==> config.mk <==
export PLATFORM = sky130hd
export DESIGN_NAME = bcvd_top
export DESIGN_NICKNAME = d
export VERILOG_FILES = /design/src/rtl/bcvd_pkg.sv /design/src/rtl/bcvd_top.sv
export SDC_FILE = /design/constraint.sdc
export NUM_CORES = 2
export LEC_CHECK = 0
export BUFFER_PORTS_ARGS = -buffer_cell sky130_fd_sc_hd__buf_4
export CAP_MARGIN = 20
export CELL_PAD_IN_SITES_DETAIL_PLACEMENT = 1
export CELL_PAD_IN_SITES_GLOBAL_PLACEMENT = 2
export CORE_MARGIN = 2
export CORE_UTILIZATION = 45
export DETAILED_ROUTE_END_ITERATION = 7
export PLACE_DENSITY_LB_ADDON = 0.1
export SETUP_SLACK_MARGIN = 0.2
export SYNTH_ARGS = -nofsm -noshare
export SYNTH_HDL_FRONTEND = slang
export SYNTH_SLANG_ARGS = --single-unit
==> constraint.sdc <==
create_clock -name mclk -period 10.5 [get_ports mclk]
set_input_delay 2.1 -clock mclk [delete_from_list [all_inputs] [get_ports mclk]]
set_output_delay 2.1 -clock mclk [all_outputs]
set_load 0.05 [all_outputs]
==> src/rtl/bcvd_pkg.sv <==
// constants and carrier types for the bunch check, veto delay and clock block
// assumes one 20 MHz clock and a classic wishbone register bus
package bcvd_pkg;
    // ==========================================================
    // sizes
    localparam int NCLU     = 6;
    localparam int NCMP     = 5;
    localparam int NROAD    = 6;
    localparam int NTAP     = 8;
    localparam int NDAC     = 12;
    localparam int VF_DEPTH = 512;
    localparam int VF_AW    = 9;
    // ==========================================================
    // timing
    localparam int MCLK_HZ   = 20_000_000;
    localparam int MCLK_NS   = 50;
    localparam int OSC_HZ    = 20_000_000;
    localparam int OSC_DIV   = MCLK_HZ / OSC_HZ;
    localparam int CLIP_NS   = 10;
    localparam int CLIP_CYC  = (CLIP_NS / MCLK_NS) < 1 ? 1 : CLIP_NS / MCLK_NS;
    localparam int WDOG_NS   = 2000;
    localparam int WDOG_CYC  = WDOG_NS / MCLK_NS;
    // ==========================================================
    // register indices, byte address is four times the index
    localparam logic [9:0] REG_STAT  = 10'h000;
    localparam logic [9:0] REG_CMD   = 10'h004;
    localparam logic [9:0] REG_MUX   = 10'h070;
    localparam logic [9:0] REG_EMASK = 10'h072;
    localparam logic [9:0] REG_DELAY = 10'h076;
    localparam logic [9:0] REG_BTEST = 10'h078;
    localparam logic [9:0] REG_CMASK = 10'h07a;
    localparam logic [9:0] REG_DAC   = 10'h07c;
    localparam logic [5:0] AM_SUPER  = 6'h2d;
    localparam logic [5:0] AM_USER   = 6'h29;
    // ==========================================================
    // field positions and reset values
    localparam int CMD_TEST_BIT  = 0;
    localparam int CMD_VETO_BIT  = 2;
    localparam int STAT_ERR_LSB  = 1;
    localparam int STAT_WDOG_BIT = 6;
    localparam int STAT_VFNE_BIT = 8;
    localparam int DAC_NUM_LSB   = 8;
    localparam logic [15:0] CMD_RST = 16'h0000;
    localparam logic [7:0]  REG_RST = 8'h00;
    // ==========================================================
    // carriers
    typedef struct packed {
        logic       full1;
        logic       cyc1;
        logic       bit1;
        logic       full2;
        logic       cyc2;
        logic [7:0] bunch2;
    } bcvd_link_t;
    typedef struct packed {
        logic       cyc1;
        logic       bit1;
        logic       cyc2;
        logic [7:0] bunch2;
    } bcvd_cap_t;
    typedef struct packed {
        logic       flag;
        logic [4:0] bunch;
    } bcvd_veto_t;
    typedef struct packed {
        logic valid;
        logic drop;
        logic veto_n;
    } bcvd_verdict_t;
endpackage : bcvd_pkg

==> src/rtl/bcvd_top.sv <==
// bunch number check, event bunch select, veto delay pipe and fifo,
// board clock tick generation with watchdog, offset converters, bus slave
// assumes link pins are asynchronous to mclk; sequencer and road flags
// run on mclk; the board clock is a one-cycle enable on mclk
//
// Design decisions made here: the Wishbone register port and the register addresses.
`timescale 1ns/10ps
module bcvd_top
    import bcvd_pkg::*;
(
    input  wire logic                     mclk,
    input  wire logic                     nrst,
    input  wire logic                     wb_cyc,
    input  wire logic                     wb_stb,
    input  wire logic                     wb_we,
    input  wire logic [17:0]              wb_adr,
    input  wire logic [31:0]              wb_dat_w,
    input  wire logic [3:0]               wb_sel,
    output logic      [31:0]              wb_dat_r,
    output logic                          wb_ack,
    input  wire logic [5:0]               vme_am,
    input  wire logic [5:0]               board_addr,
    input  wire bcvd_link_t [NCLU-1:0]    link,
    input  wire logic [NROAD-1:0]         road_flags,
    input  wire bcvd_veto_t               veto_in,
    input  wire logic                     seq_rd,
    input  wire logic [4:0]               seq_bunch,
    output logic                          event_wr,
    output logic      [7:0]               event_bunch,
    output logic                          veto_fifo_ne,
    output bcvd_verdict_t                 verdict,
    output logic                          watchdog_led,
    output logic      [NDAC-1:0][7:0]     dac_value
);
    // ==========================================================
    // pin synchronisers
    bcvd_link_t [NCLU-1:0] ls1_q, ls2_q, ls3_q;
    bcvd_veto_t            vs1_q, vs2_q;
    logic [5:0]            bs1_q, bs2_q;

    // two flops before any reader, third copy for edge finding
    always_ff @(posedge mclk) begin
        if (!nrst) begin
            ls1_q <= '0;
            ls2_q <= '0;
            ls3_q <= '0;
            vs1_q <= '0;
            vs2_q <= '0;
            bs1_q <= '0;
            bs2_q <= '0;
        end else begin
            ls1_q <= link;
            ls2_q <= ls1_q;
            ls3_q <= ls2_q;
            vs1_q <= veto_in;
            vs2_q <= vs1_q;
            bs1_q <= board_addr;
            bs2_q <= bs1_q;
        end
    end

    // ==========================================================
    // input registers
    bcvd_cap_t [NCLU-1:0] cap_d, cap_q;

    // load on the rise of the inverted full flag
    always_comb begin
        cap_d = cap_q;
        for (int c = 0; c < NCLU; c++) begin
            if (ls3_q[c].full1 && !ls2_q[c].full1) begin
                cap_d[c].cyc1 = ls2_q[c].cyc1;
                cap_d[c].bit1 = ls2_q[c].bit1;
            end
            if (ls3_q[c].full2 && !ls2_q[c].full2) begin
                cap_d[c].cyc2   = ls2_q[c].cyc2;
                cap_d[c].bunch2 = ls2_q[c].bunch2;
            end
        end
    end

    always_ff @(posedge mclk) begin
        if (!nrst) cap_q <= '0;
        else       cap_q <= cap_d;
    end

    // ==========================================================
    // registers written by software
    logic [15:0]          cmd_q, cmd_d;
    logic [2:0]           mux_q, mux_d;
    logic [4:0]           emask_q, emask_d;
    logic [2:0]           delay_q, delay_d;
    logic [7:0]           btest_q, btest_d;
    logic [5:0]           cmask_q, cmask_d;
    logic [11:0]          dacw_q, dacw_d;
    logic [NDAC-1:0][7:0] dac_q, dac_d;
    logic                 test_select, veto_enable_bit;

    assign test_select     = cmd_q[CMD_TEST_BIT];
    assign veto_enable_bit = cmd_q[CMD_VETO_BIT];

    // ==========================================================
    // board clock generation
    logic first_half_pulse, second_half_pulse;
    logic fh_q, sh_q, link_tick, osc_tick, board_tick;
    logic [3:0] osc_cnt_q, osc_cnt_d;

    // masked clusters count as agreeing in both halves
    always_comb begin
        first_half_pulse  = 1'b1;
        second_half_pulse = 1'b1;
        for (int c = 0; c < NCLU; c++) begin
            first_half_pulse  &= cmask_q[c] | (cap_q[c].cyc1 & cap_q[c].cyc2);
            second_half_pulse &= cmask_q[c] | ~(cap_q[c].cyc1 | cap_q[c].cyc2);
        end
    end

    // oscillator divider, one tick per oscillator period
    always_comb begin
        if (osc_cnt_q == 4'(OSC_DIV - 1)) osc_cnt_d = 4'h0;
        else                              osc_cnt_d = osc_cnt_q + 4'h1;
    end
    assign osc_tick = (osc_cnt_q == 4'h0);

    // clipped rising edges of the two halves, ored
    assign link_tick  = (first_half_pulse & ~fh_q) | (second_half_pulse & ~sh_q);
    assign board_tick = test_select ? osc_tick : link_tick;

    always_ff @(posedge mclk) begin
        if (!nrst) begin
            fh_q      <= 1'b1;
            sh_q      <= 1'b1;
            osc_cnt_q <= 4'h0;
        end else begin
            fh_q      <= first_half_pulse;
            sh_q      <= second_half_pulse;
            osc_cnt_q <= osc_cnt_d;
        end
    end

    // ==========================================================
    // watchdog on the board clock
    logic [7:0] wd_cnt_q, wd_cnt_d;
    logic       wd_fail_q, wd_fail_d;
    logic       fh_rise, sh_rise, wd_tick, last_first_q, last_first_d;

    // a lost cycle bit leaves one half ticking, so outside test mode only alternating ticks count
    assign fh_rise = first_half_pulse & ~fh_q;
    assign sh_rise = second_half_pulse & ~sh_q;
    assign wd_tick = test_select ? osc_tick
                   : ((fh_rise & ~last_first_q) | (sh_rise & last_first_q));

    always_comb begin
        wd_cnt_d     = wd_cnt_q;
        wd_fail_d    = wd_fail_q;
        last_first_d = last_first_q;
        if (fh_rise) last_first_d = 1'b1;
        else if (sh_rise) last_first_d = 1'b0;
        if (wd_tick) begin
            wd_cnt_d  = 8'h00;
            wd_fail_d = 1'b0;
        end else if (wd_cnt_q == 8'(WDOG_CYC - 1)) begin
            wd_fail_d = 1'b1;
        end else begin
            wd_cnt_d = wd_cnt_q + 8'h01;
        end
    end

    always_ff @(posedge mclk) begin
        if (!nrst) begin
            wd_cnt_q     <= 8'h00;
            wd_fail_q    <= 1'b0;
            last_first_q <= 1'b0;
        end else begin
            wd_cnt_q     <= wd_cnt_d;
            wd_fail_q    <= wd_fail_d;
            last_first_q <= last_first_d;
        end
    end
    assign watchdog_led = wd_fail_q;

    // ==========================================================
    // bunch comparison
    localparam int CMP_A [NCMP] = '{2, 1, 0, 3, 4};
    localparam int CMP_B [NCMP] = '{1, 0, 3, 4, 5};
    logic [NCMP-1:0] err_raw, err_q, err_d;
    logic            bunch_mismatch_flag;

    function automatic logic [3:0] cmp_bits(input bcvd_cap_t c);
        cmp_bits = {c.bit1, c.bunch2[2:0]};
    endfunction : cmp_bits

    genvar g;
    generate
        for (g = 0; g < NCMP; g++) begin : g_cmp
            assign err_raw[g] = |(cmp_bits(cap_q[CMP_A[g]]) ^ cmp_bits(cap_q[CMP_B[g]]));
        end
    endgenerate

    // masked flags sampled on the board clock
    always_comb begin
        err_d = err_q;
        if (board_tick) err_d = err_raw & emask_q;
    end

    always_ff @(posedge mclk) begin
        if (!nrst) err_q <= '0;
        else       err_q <= err_d;
    end
    assign bunch_mismatch_flag = |err_q;

    // ==========================================================
    // event bunch select, road flag and veto delay pipe
    logic            road_hit_flag, delayed_road_hit_flag;
    logic [7:0]      sel_bunch, ebunch_q, ebunch_d;
    logic [NTAP-1:0] pipe_q, pipe_d;

    always_comb begin
        sel_bunch = 8'h00;
        if (test_select)        sel_bunch = btest_q;
        else if (mux_q < NCLU)  sel_bunch = cap_q[mux_q].bunch2;
    end

    assign road_hit_flag = |road_flags & ~bunch_mismatch_flag;
    assign event_wr      = board_tick & road_hit_flag;
    assign delayed_road_hit_flag = board_tick & pipe_q[delay_q];

    always_comb begin
        ebunch_d = ebunch_q;
        pipe_d   = pipe_q;
        if (event_wr)   ebunch_d = sel_bunch;
        if (board_tick) pipe_d   = {pipe_q[NTAP-2:0], road_hit_flag};
    end

    always_ff @(posedge mclk) begin
        if (!nrst) begin
            ebunch_q <= 8'h00;
            pipe_q   <= '0;
        end else begin
            ebunch_q <= ebunch_d;
            pipe_q   <= pipe_d;
        end
    end
    assign event_bunch = ebunch_q;

    // ==========================================================
    // veto fifo and drop decision
    bcvd_veto_t      vmem [VF_DEPTH];
    logic [VF_AW:0]  wp_q, wp_d, rp_q, rp_d;
    logic            vf_empty, vf_full, vf_pop, vmatch;
    bcvd_verdict_t   vd_q, vd_d;

    assign vf_empty     = (wp_q == rp_q);
    assign vf_full      = (wp_q[VF_AW] != rp_q[VF_AW]) && (wp_q[VF_AW-1:0] == rp_q[VF_AW-1:0]);
    assign veto_fifo_ne = ~vf_empty;
    assign vf_pop       = seq_rd & ~vf_empty;
    assign vmatch       = (seq_bunch == vmem[rp_q[VF_AW-1:0]].bunch);

    always_comb begin
        wp_d = wp_q;
        rp_d = rp_q;
        vd_d = '0;
        if (delayed_road_hit_flag && !vf_full) wp_d = wp_q + 1'b1;
        if (vf_pop) begin
            rp_d      = rp_q + 1'b1;
            vd_d.valid  = 1'b1;
            vd_d.veto_n = ~(vmatch & vmem[rp_q[VF_AW-1:0]].flag);
            vd_d.drop   = veto_enable_bit & vmatch & vmem[rp_q[VF_AW-1:0]].flag;
        end
    end

    // memory array written by the delayed road flag
    always_ff @(posedge mclk) begin
        if (delayed_road_hit_flag && !vf_full) vmem[wp_q[VF_AW-1:0]] <= vs2_q;
    end

    always_ff @(posedge mclk) begin
        if (!nrst) begin
            wp_q <= '0;
            rp_q <= '0;
            vd_q <= '0;
        end else begin
            wp_q <= wp_d;
            rp_q <= rp_d;
            vd_q <= vd_d;
        end
    end
    assign verdict = vd_q;

    // ==========================================================
    // wishbone slave
    logic        am_ok, hit, access, wr_en, ack_q, ack_d;
    logic [9:0]  idx;
    logic [31:0] rd_q, rd_d, rd_mux;

    assign am_ok  = (vme_am == AM_SUPER) || (vme_am == AM_USER);
    assign idx    = wb_adr[11:2];
    assign hit    = am_ok && (wb_adr[17:12] == bs2_q) && (wb_adr[1:0] == 2'b00);
    assign access = wb_cyc & wb_stb & ~ack_q;
    assign wr_en  = access & wb_we & hit & (wb_sel[1:0] == 2'b11);

    // read data, zero for anything unmapped
    always_comb begin
        rd_mux = 32'h0000_0000;
        case (idx)
            REG_STAT: begin
                rd_mux[STAT_ERR_LSB +: NCMP] = {err_q[2], err_q[4], err_q[3], err_q[0], err_q[1]};
                rd_mux[STAT_WDOG_BIT]        = wd_fail_q;
                rd_mux[STAT_VFNE_BIT]        = ~vf_empty;
            end
            REG_CMD:   rd_mux[15:0] = cmd_q;
            REG_MUX:   rd_mux[2:0]  = mux_q;
            REG_EMASK: rd_mux[4:0]  = emask_q;
            REG_DELAY: rd_mux[2:0]  = delay_q;
            REG_BTEST: rd_mux[7:0]  = btest_q;
            REG_CMASK: rd_mux[5:0]  = cmask_q;
            REG_DAC:   rd_mux[11:0] = dacw_q;
            default:   rd_mux = 32'h0000_0000;
        endcase
    end

    // register writes; a write to index zero clears mux, emask, delay, btest and cmask, but not cmd or the dac registers
    always_comb begin
        cmd_d   = cmd_q;
        mux_d   = mux_q;
        emask_d = emask_q;
        delay_d = delay_q;
        btest_d = btest_q;
        cmask_d = cmask_q;
        dacw_d  = dacw_q;
        dac_d   = dac_q;
        ack_d   = access;
        rd_d    = 32'h0000_0000;
        if (access && !wb_we && hit) rd_d = rd_mux;
        if (wr_en) begin
            case (idx)
                REG_STAT: begin
                    mux_d   = REG_RST[2:0];
                    emask_d = REG_RST[4:0];
                    delay_d = REG_RST[2:0];
                    btest_d = REG_RST;
                    cmask_d = REG_RST[5:0];
                end
                REG_CMD:   cmd_d   = wb_dat_w[15:0];
                REG_MUX:   mux_d   = wb_dat_w[2:0];
                REG_EMASK: emask_d = wb_dat_w[4:0];
                REG_DELAY: delay_d = wb_dat_w[2:0];
                REG_BTEST: btest_d = wb_dat_w[7:0];
                REG_CMASK: cmask_d = wb_dat_w[5:0];
                REG_DAC: begin
                    dacw_d = wb_dat_w[11:0];
                    if (wb_dat_w[DAC_NUM_LSB +: 4] < NDAC)
                        dac_d[wb_dat_w[DAC_NUM_LSB +: 4]] = wb_dat_w[7:0];
                end
                default: cmd_d = cmd_q;
            endcase
        end
    end

    always_ff @(posedge mclk) begin
        if (!nrst) begin
            cmd_q   <= CMD_RST;
            mux_q   <= REG_RST[2:0];
            emask_q <= REG_RST[4:0];
            delay_q <= REG_RST[2:0];
            btest_q <= REG_RST;
            cmask_q <= REG_RST[5:0];
            dacw_q  <= 12'h000;
            dac_q   <= '0;
            ack_q   <= 1'b0;
            rd_q    <= 32'h0000_0000;
        end else begin
            cmd_q   <= cmd_d;
            mux_q   <= mux_d;
            emask_q <= emask_d;
            delay_q <= delay_d;
            btest_q <= btest_d;
            cmask_q <= cmask_d;
            dacw_q  <= dacw_d;
            dac_q   <= dac_d;
            ack_q   <= ack_d;
            rd_q    <= rd_d;
        end
    end
    assign wb_ack    = ack_q;
    assign wb_dat_r  = rd_q;
    assign dac_value = dac_q;
endmodule : bcvd_top

* Word-level counts from Yosys, hierarchy flattened
Memory sizes are Yosys's and may differ from the RTL's. A register that Yosys moved wholly into a read port is not among the register bits. Index checks and enable logic that the tools add are counted.
Storage, ports and cells: flip-flop bits (word level) 500, bits in writable memories 3072, input port bits 167, output and inout port bits 143, word-level logic and storage cells 344, memories 1
Memory list:
- vmem | words 512, bits a word 6, rd ports 1, clocked after Yosys merged registers in 1, wr ports 1, line bcvd_top.sv:247 | bcvd_veto_t vmem [VF_DEPTH];
Operators by class: add/subtract/negate cells 4, order comparisons 6, equal/unequal tests 16, muxes and demuxes 31, bitwise logic cells 72, reduce and logical (&&, ||, !) cells 63
Operators with widths (number):
- 96-bit bitwise mux | 1
- 10-bit by 7-bit == test with 1-bit output, second input constant | 6
- 11-bit binary-select mux with 3-bit select | 1
- 1-bit bitwise AND | 32
- 8-bit demux with 4-bit select | 1
- 8-bit two-way mux | 4
- 10-bit by 1-bit adder with 10-bit output, second input constant | 2
- 1-bit bitwise OR | 20
- 4-bit OR reduction | 5
- 4-bit XOR | 5
- 1-bit logical AND | 19
- 9-bit two-way mux | 2
- 3-bit one-hot mux with 2 select lines | 3
- 2-bit AND reduction | 9
- 2-bit one-hot mux with 8 select lines | 1
- 8-bit one-hot mux with 2 select lines | 1
- 1-bit zero test | 14
- 1-bit inverter | 14
- 6-bit == test, second input constant | 2
- 2-bit one-hot mux with 6 select lines | 1
- 6-bit one-hot mux with 2 select lines | 1
- 2-bit nonzero test | 6
- 10-bit == test | 1
- 10-bit by 3-bit == test with 1-bit output, second input constant | 1
- 30 further kinds | 40

* Depth between registers and ports, before layout
word-level depth 15, gate-level depth with buffers 16, mapped depth without buffers 10

* Worst setup path before layout
No wires, ideal clock.
path type register to register, from reg vs2_q[0] in the netlist's numbering, to mem vmem[0][0] in the netlist's numbering (data pin), library setup time 1.506 ns, arrival time 6.499 ns, required time 8.994 ns, path slack 2.496 ns, stages on the path, launching flop included 1, path buffers 0, period minus slack after synthesis 8.004 ns, path through dfxtp_1
RTL lines:
- start: declaration | line bcvd_top.sv:38 | bcvd_veto_t vs1_q, vs2_q;
- start signal: assignment | line bcvd_top.sv:56 | vs2_q <= vs1_q;
- end: declaration | line bcvd_top.sv:247
Straight into the memory's write port.

==> flow_summary.yaml <==
die:
  die_h_um: 560
  rows: 204
  ios: 310
  fp.coreArea_um2: 308000
  die-area_um2: 314000
  initial_utilization_pct: 45.2
  die_w_um: 560
synthesis:
  async_flop_share_pct: 0
  synthesis.instances: 7898
  synth-edff-count: 3072
  ys_seq_area_share_pct: 73.3
  synth_ff_type: "edfxtp_1"
  yosysUniqueCellTypes: 93
  synth_seq_cells: 3565
  yosysTopAreaCellShare_pct: 66.2
  ys_top_cells_by_area: "edfxtp_1 66%, mux4_2 9.6%, dfxtp_1 7.1%"
  yosysWarnings: 0
  postSynthAreaPerCell_um2: 17.6
  synth_area_um2: 139000
  yosys.area.top_type: "edfxtp_1"
placement:
  pre_cts_slack_ns: 4.68
  place_congestion: 0.818
  dp_hpwl_um: 263000
  numPortBuffers: 274
timing:
  fin_ws_ns: 4.62
  worstMarginPinSlew_ns: 1.41
  final_max_slew_viol_count: 0
  relSlewSlack_pct: 5.73
  finalSetupViolations: 0
  clock.fmax_mhz: 170
  grt_setup_unrepaired: "false"
  hold_violations: 0
  period_needed_ns: 5.88
  fin_setup_tns_ns: 0
  skew_ns: 0.0409
  finalCritPeriodShare_pct: 56.0
worst_setup_path:
  path_buf_inv: 2
  required_ns: 11.32
  cp_slowest_cell: "nor4_4"
  worstRegToRegCells: 11
  cp.depth: 11
  max_stage_delay_ns: 1.04
  crit_arrival_ns: 6.69
  path_class: "register to register"
  crit_family: "compound AO/OA/AOI/OAI gates"
  worstSetupEndpointType: "register"
  start_kind: "register"
  crit_chain: "buf_12 -> buf_4 -> mux4_2 -> a22oi_1 -> a211oi_1 -> nor4_4 -> a311o_1 -> o22ai_1 -> xnor2_1 -> o211ai_2 -> o31a_1"
  worstPathMaxFanout: 72
power:
  swShare_pct: 20.1
  p_int_mw: 23.3
  p_per_area_nw_per_um2: 185
  leakagePower_nw: 54.7
  power_frac_seq_pct: 52.7
  power.share.clock_pct: 46.1
  p_sw_mw: 5.87
  vdd_drop_max_mv: 0.156
  p_comb_share_pct: 1.2
cts:
  cts_hold_buffers: 0
  cts_htree_levels: 5
  cts_resized: 0
  clockBufferDepth: 4
  ctsRootBufferMaster: "clkbuf_16"
  cts.reportedPaths.clkPinSlew_ns: 0.06
  post_cts_buffers: 0
  worst_skew_pair.late_latency_ns: 0.96
  numCtsBuffers: 378
  cts_tree: "yes"
  cts_sinks: 3565
drt:
  drc: 0
  met1Wirelength_um: 182000
  first_iter_violations: 7696
  ant_nets: 0
  vias_per_cell: 5.99
  highest_layer: "met5"
  avgRoutedWirePerCell_um: 33.9
  route.met2.wl_um: 206000
  routed_wl_um: 429000
  via_count: 75900
  met3WireLength_um: 26300
  first_pass_iters: 7
finish:
  area_growth_pct: 13.2
  fin_nets: 8411
  most-common-layout-cells: "3072 x edfxtp_1, 622 x nor2_1, 591 x mux4_2"
  final_common_cell: "edfxtp_1"
  drive_above_1_share_pct: 19.8
min_path:
  hold_path.class: "register to register"
  hold_depth: 1
outcome:
  status: "finished clean"
global_routing:
  grt_pass1_wl_um: 606000
  antenna_found_initial: 18
  grt_max_degree: 215
  grt_overflow: 0
  grtUsageTotal_pct: 27.0
  grt_pass1_vias: 78400
job:
  maxCapViolations: 0
[cell type report]
type	count	area, um2
Fill cell	28200	151000
Sequential cell	3565	102000
Multi-Input combinational cell	3806	34100
Clock buffer	479	10100
Tap cell	4120	5150
Timing Repair Buffer	464	3810
Clock inverter	201	2130
Inverter	21	86.3
Antenna cell	6	15.0
[stage by stage]
stage | std cells | instance area, um2 | power (mW) | util [%] | hold slack, ns
floorplan | 7913 | 139000 | 15.9 | - | 0.412
global placement | 12000 | 145000 | 16.0 | 47.1 | 0.417
detailed placement | 12000 | 145000 | 16.0 | 47.1 | 0.420
CTS | 12600 | 157000 | 29.4 | 51.1 | 0.436
global route | 12700 | 158000 | 29.9 | 51.1 | 0.444
finish | 12700 | 158000 | 29.2 | 51.1 | 0.431
[Yosys cell counts (all sizes together), types with 12 or more instances]
cell type and number:
xor2 18, inv 19, mux4 647, a21oi 125, nand2b 20, a21boi 197
edfxtp 3072, a22o 19, mux2i 377, o211ai 20, xnor2 49, a221oi 16
a311oi 12, nand2 571, nor2b 88, nor3 32, clkbuf 259, and3 20
buf 262, o21ai 58, nand4 27, a31oi 29, nor4 29, o221ai 37
and2 236, dfxtp 493, mux2 23, nand3 155, a211oi 22, nor2 627
o22ai 55, a22oi 162
[sequential cells by signal, summed over array words and instances (netlist names), 8 cells and up, named ones only]
name         count
btest_q          8
cap_q           66
cmd_q           16
dac_value       96
dacw_q          12
event_bunch      8
ls1_q           78
ls2_q           78
ls3_q           12
pipe_q           8
rp_q            10
vmem          3072
wb_dat_r        16
wd_cnt_q         8
wp_q            10
[power groups by stage]
stage          sequential (mW)  clock, mW  combinational, mW
5_1_grt                   15.4       14.2              0.369
4_1_cts                   15.4       13.7              0.339
3_3_place_gp              15.7          0              0.326
2_1_floorplan             15.8          0              0.119
3_5_place_dp              15.7          0              0.340
6_report                  15.4       13.4              0.341
[logic make-up after synthesis]
family	share of synthesized area [%]
XOR/XNOR	0.421
flip-flops	73.3
AND/OR/NAND/NOR	6.11
adder cells (fa/ha/maj)	0.0719
buffers and inverters	2.44
AO/OA/AOI/OAI	4.15
multiplexers	13.5
other	0.00269
[routing by layer]
| metal | vias up | global-route usage, % |
|---|---|---|
| met5 | - | 0 |
| met4 | 12 | 8.69 |
| met3 | 631 | 3.64 |
| met2 | 2656 | 43.6 |
| met1 | 40900 | 38.2 |
| li1 | 31600 | - |
[worst paths after layout]
check                  from    endpoint  slack (ns)
hold / removal    ls1_q[36]   ls2_q[36]        0.43
hold reg to reg   ls1_q[36]   ls2_q[36]        0.43
setup reg to reg   register  verdict[0]        4.62
setup / recovery   register  verdict[0]        4.62
No activity file was read; power rests on OpenSTA's default activity.
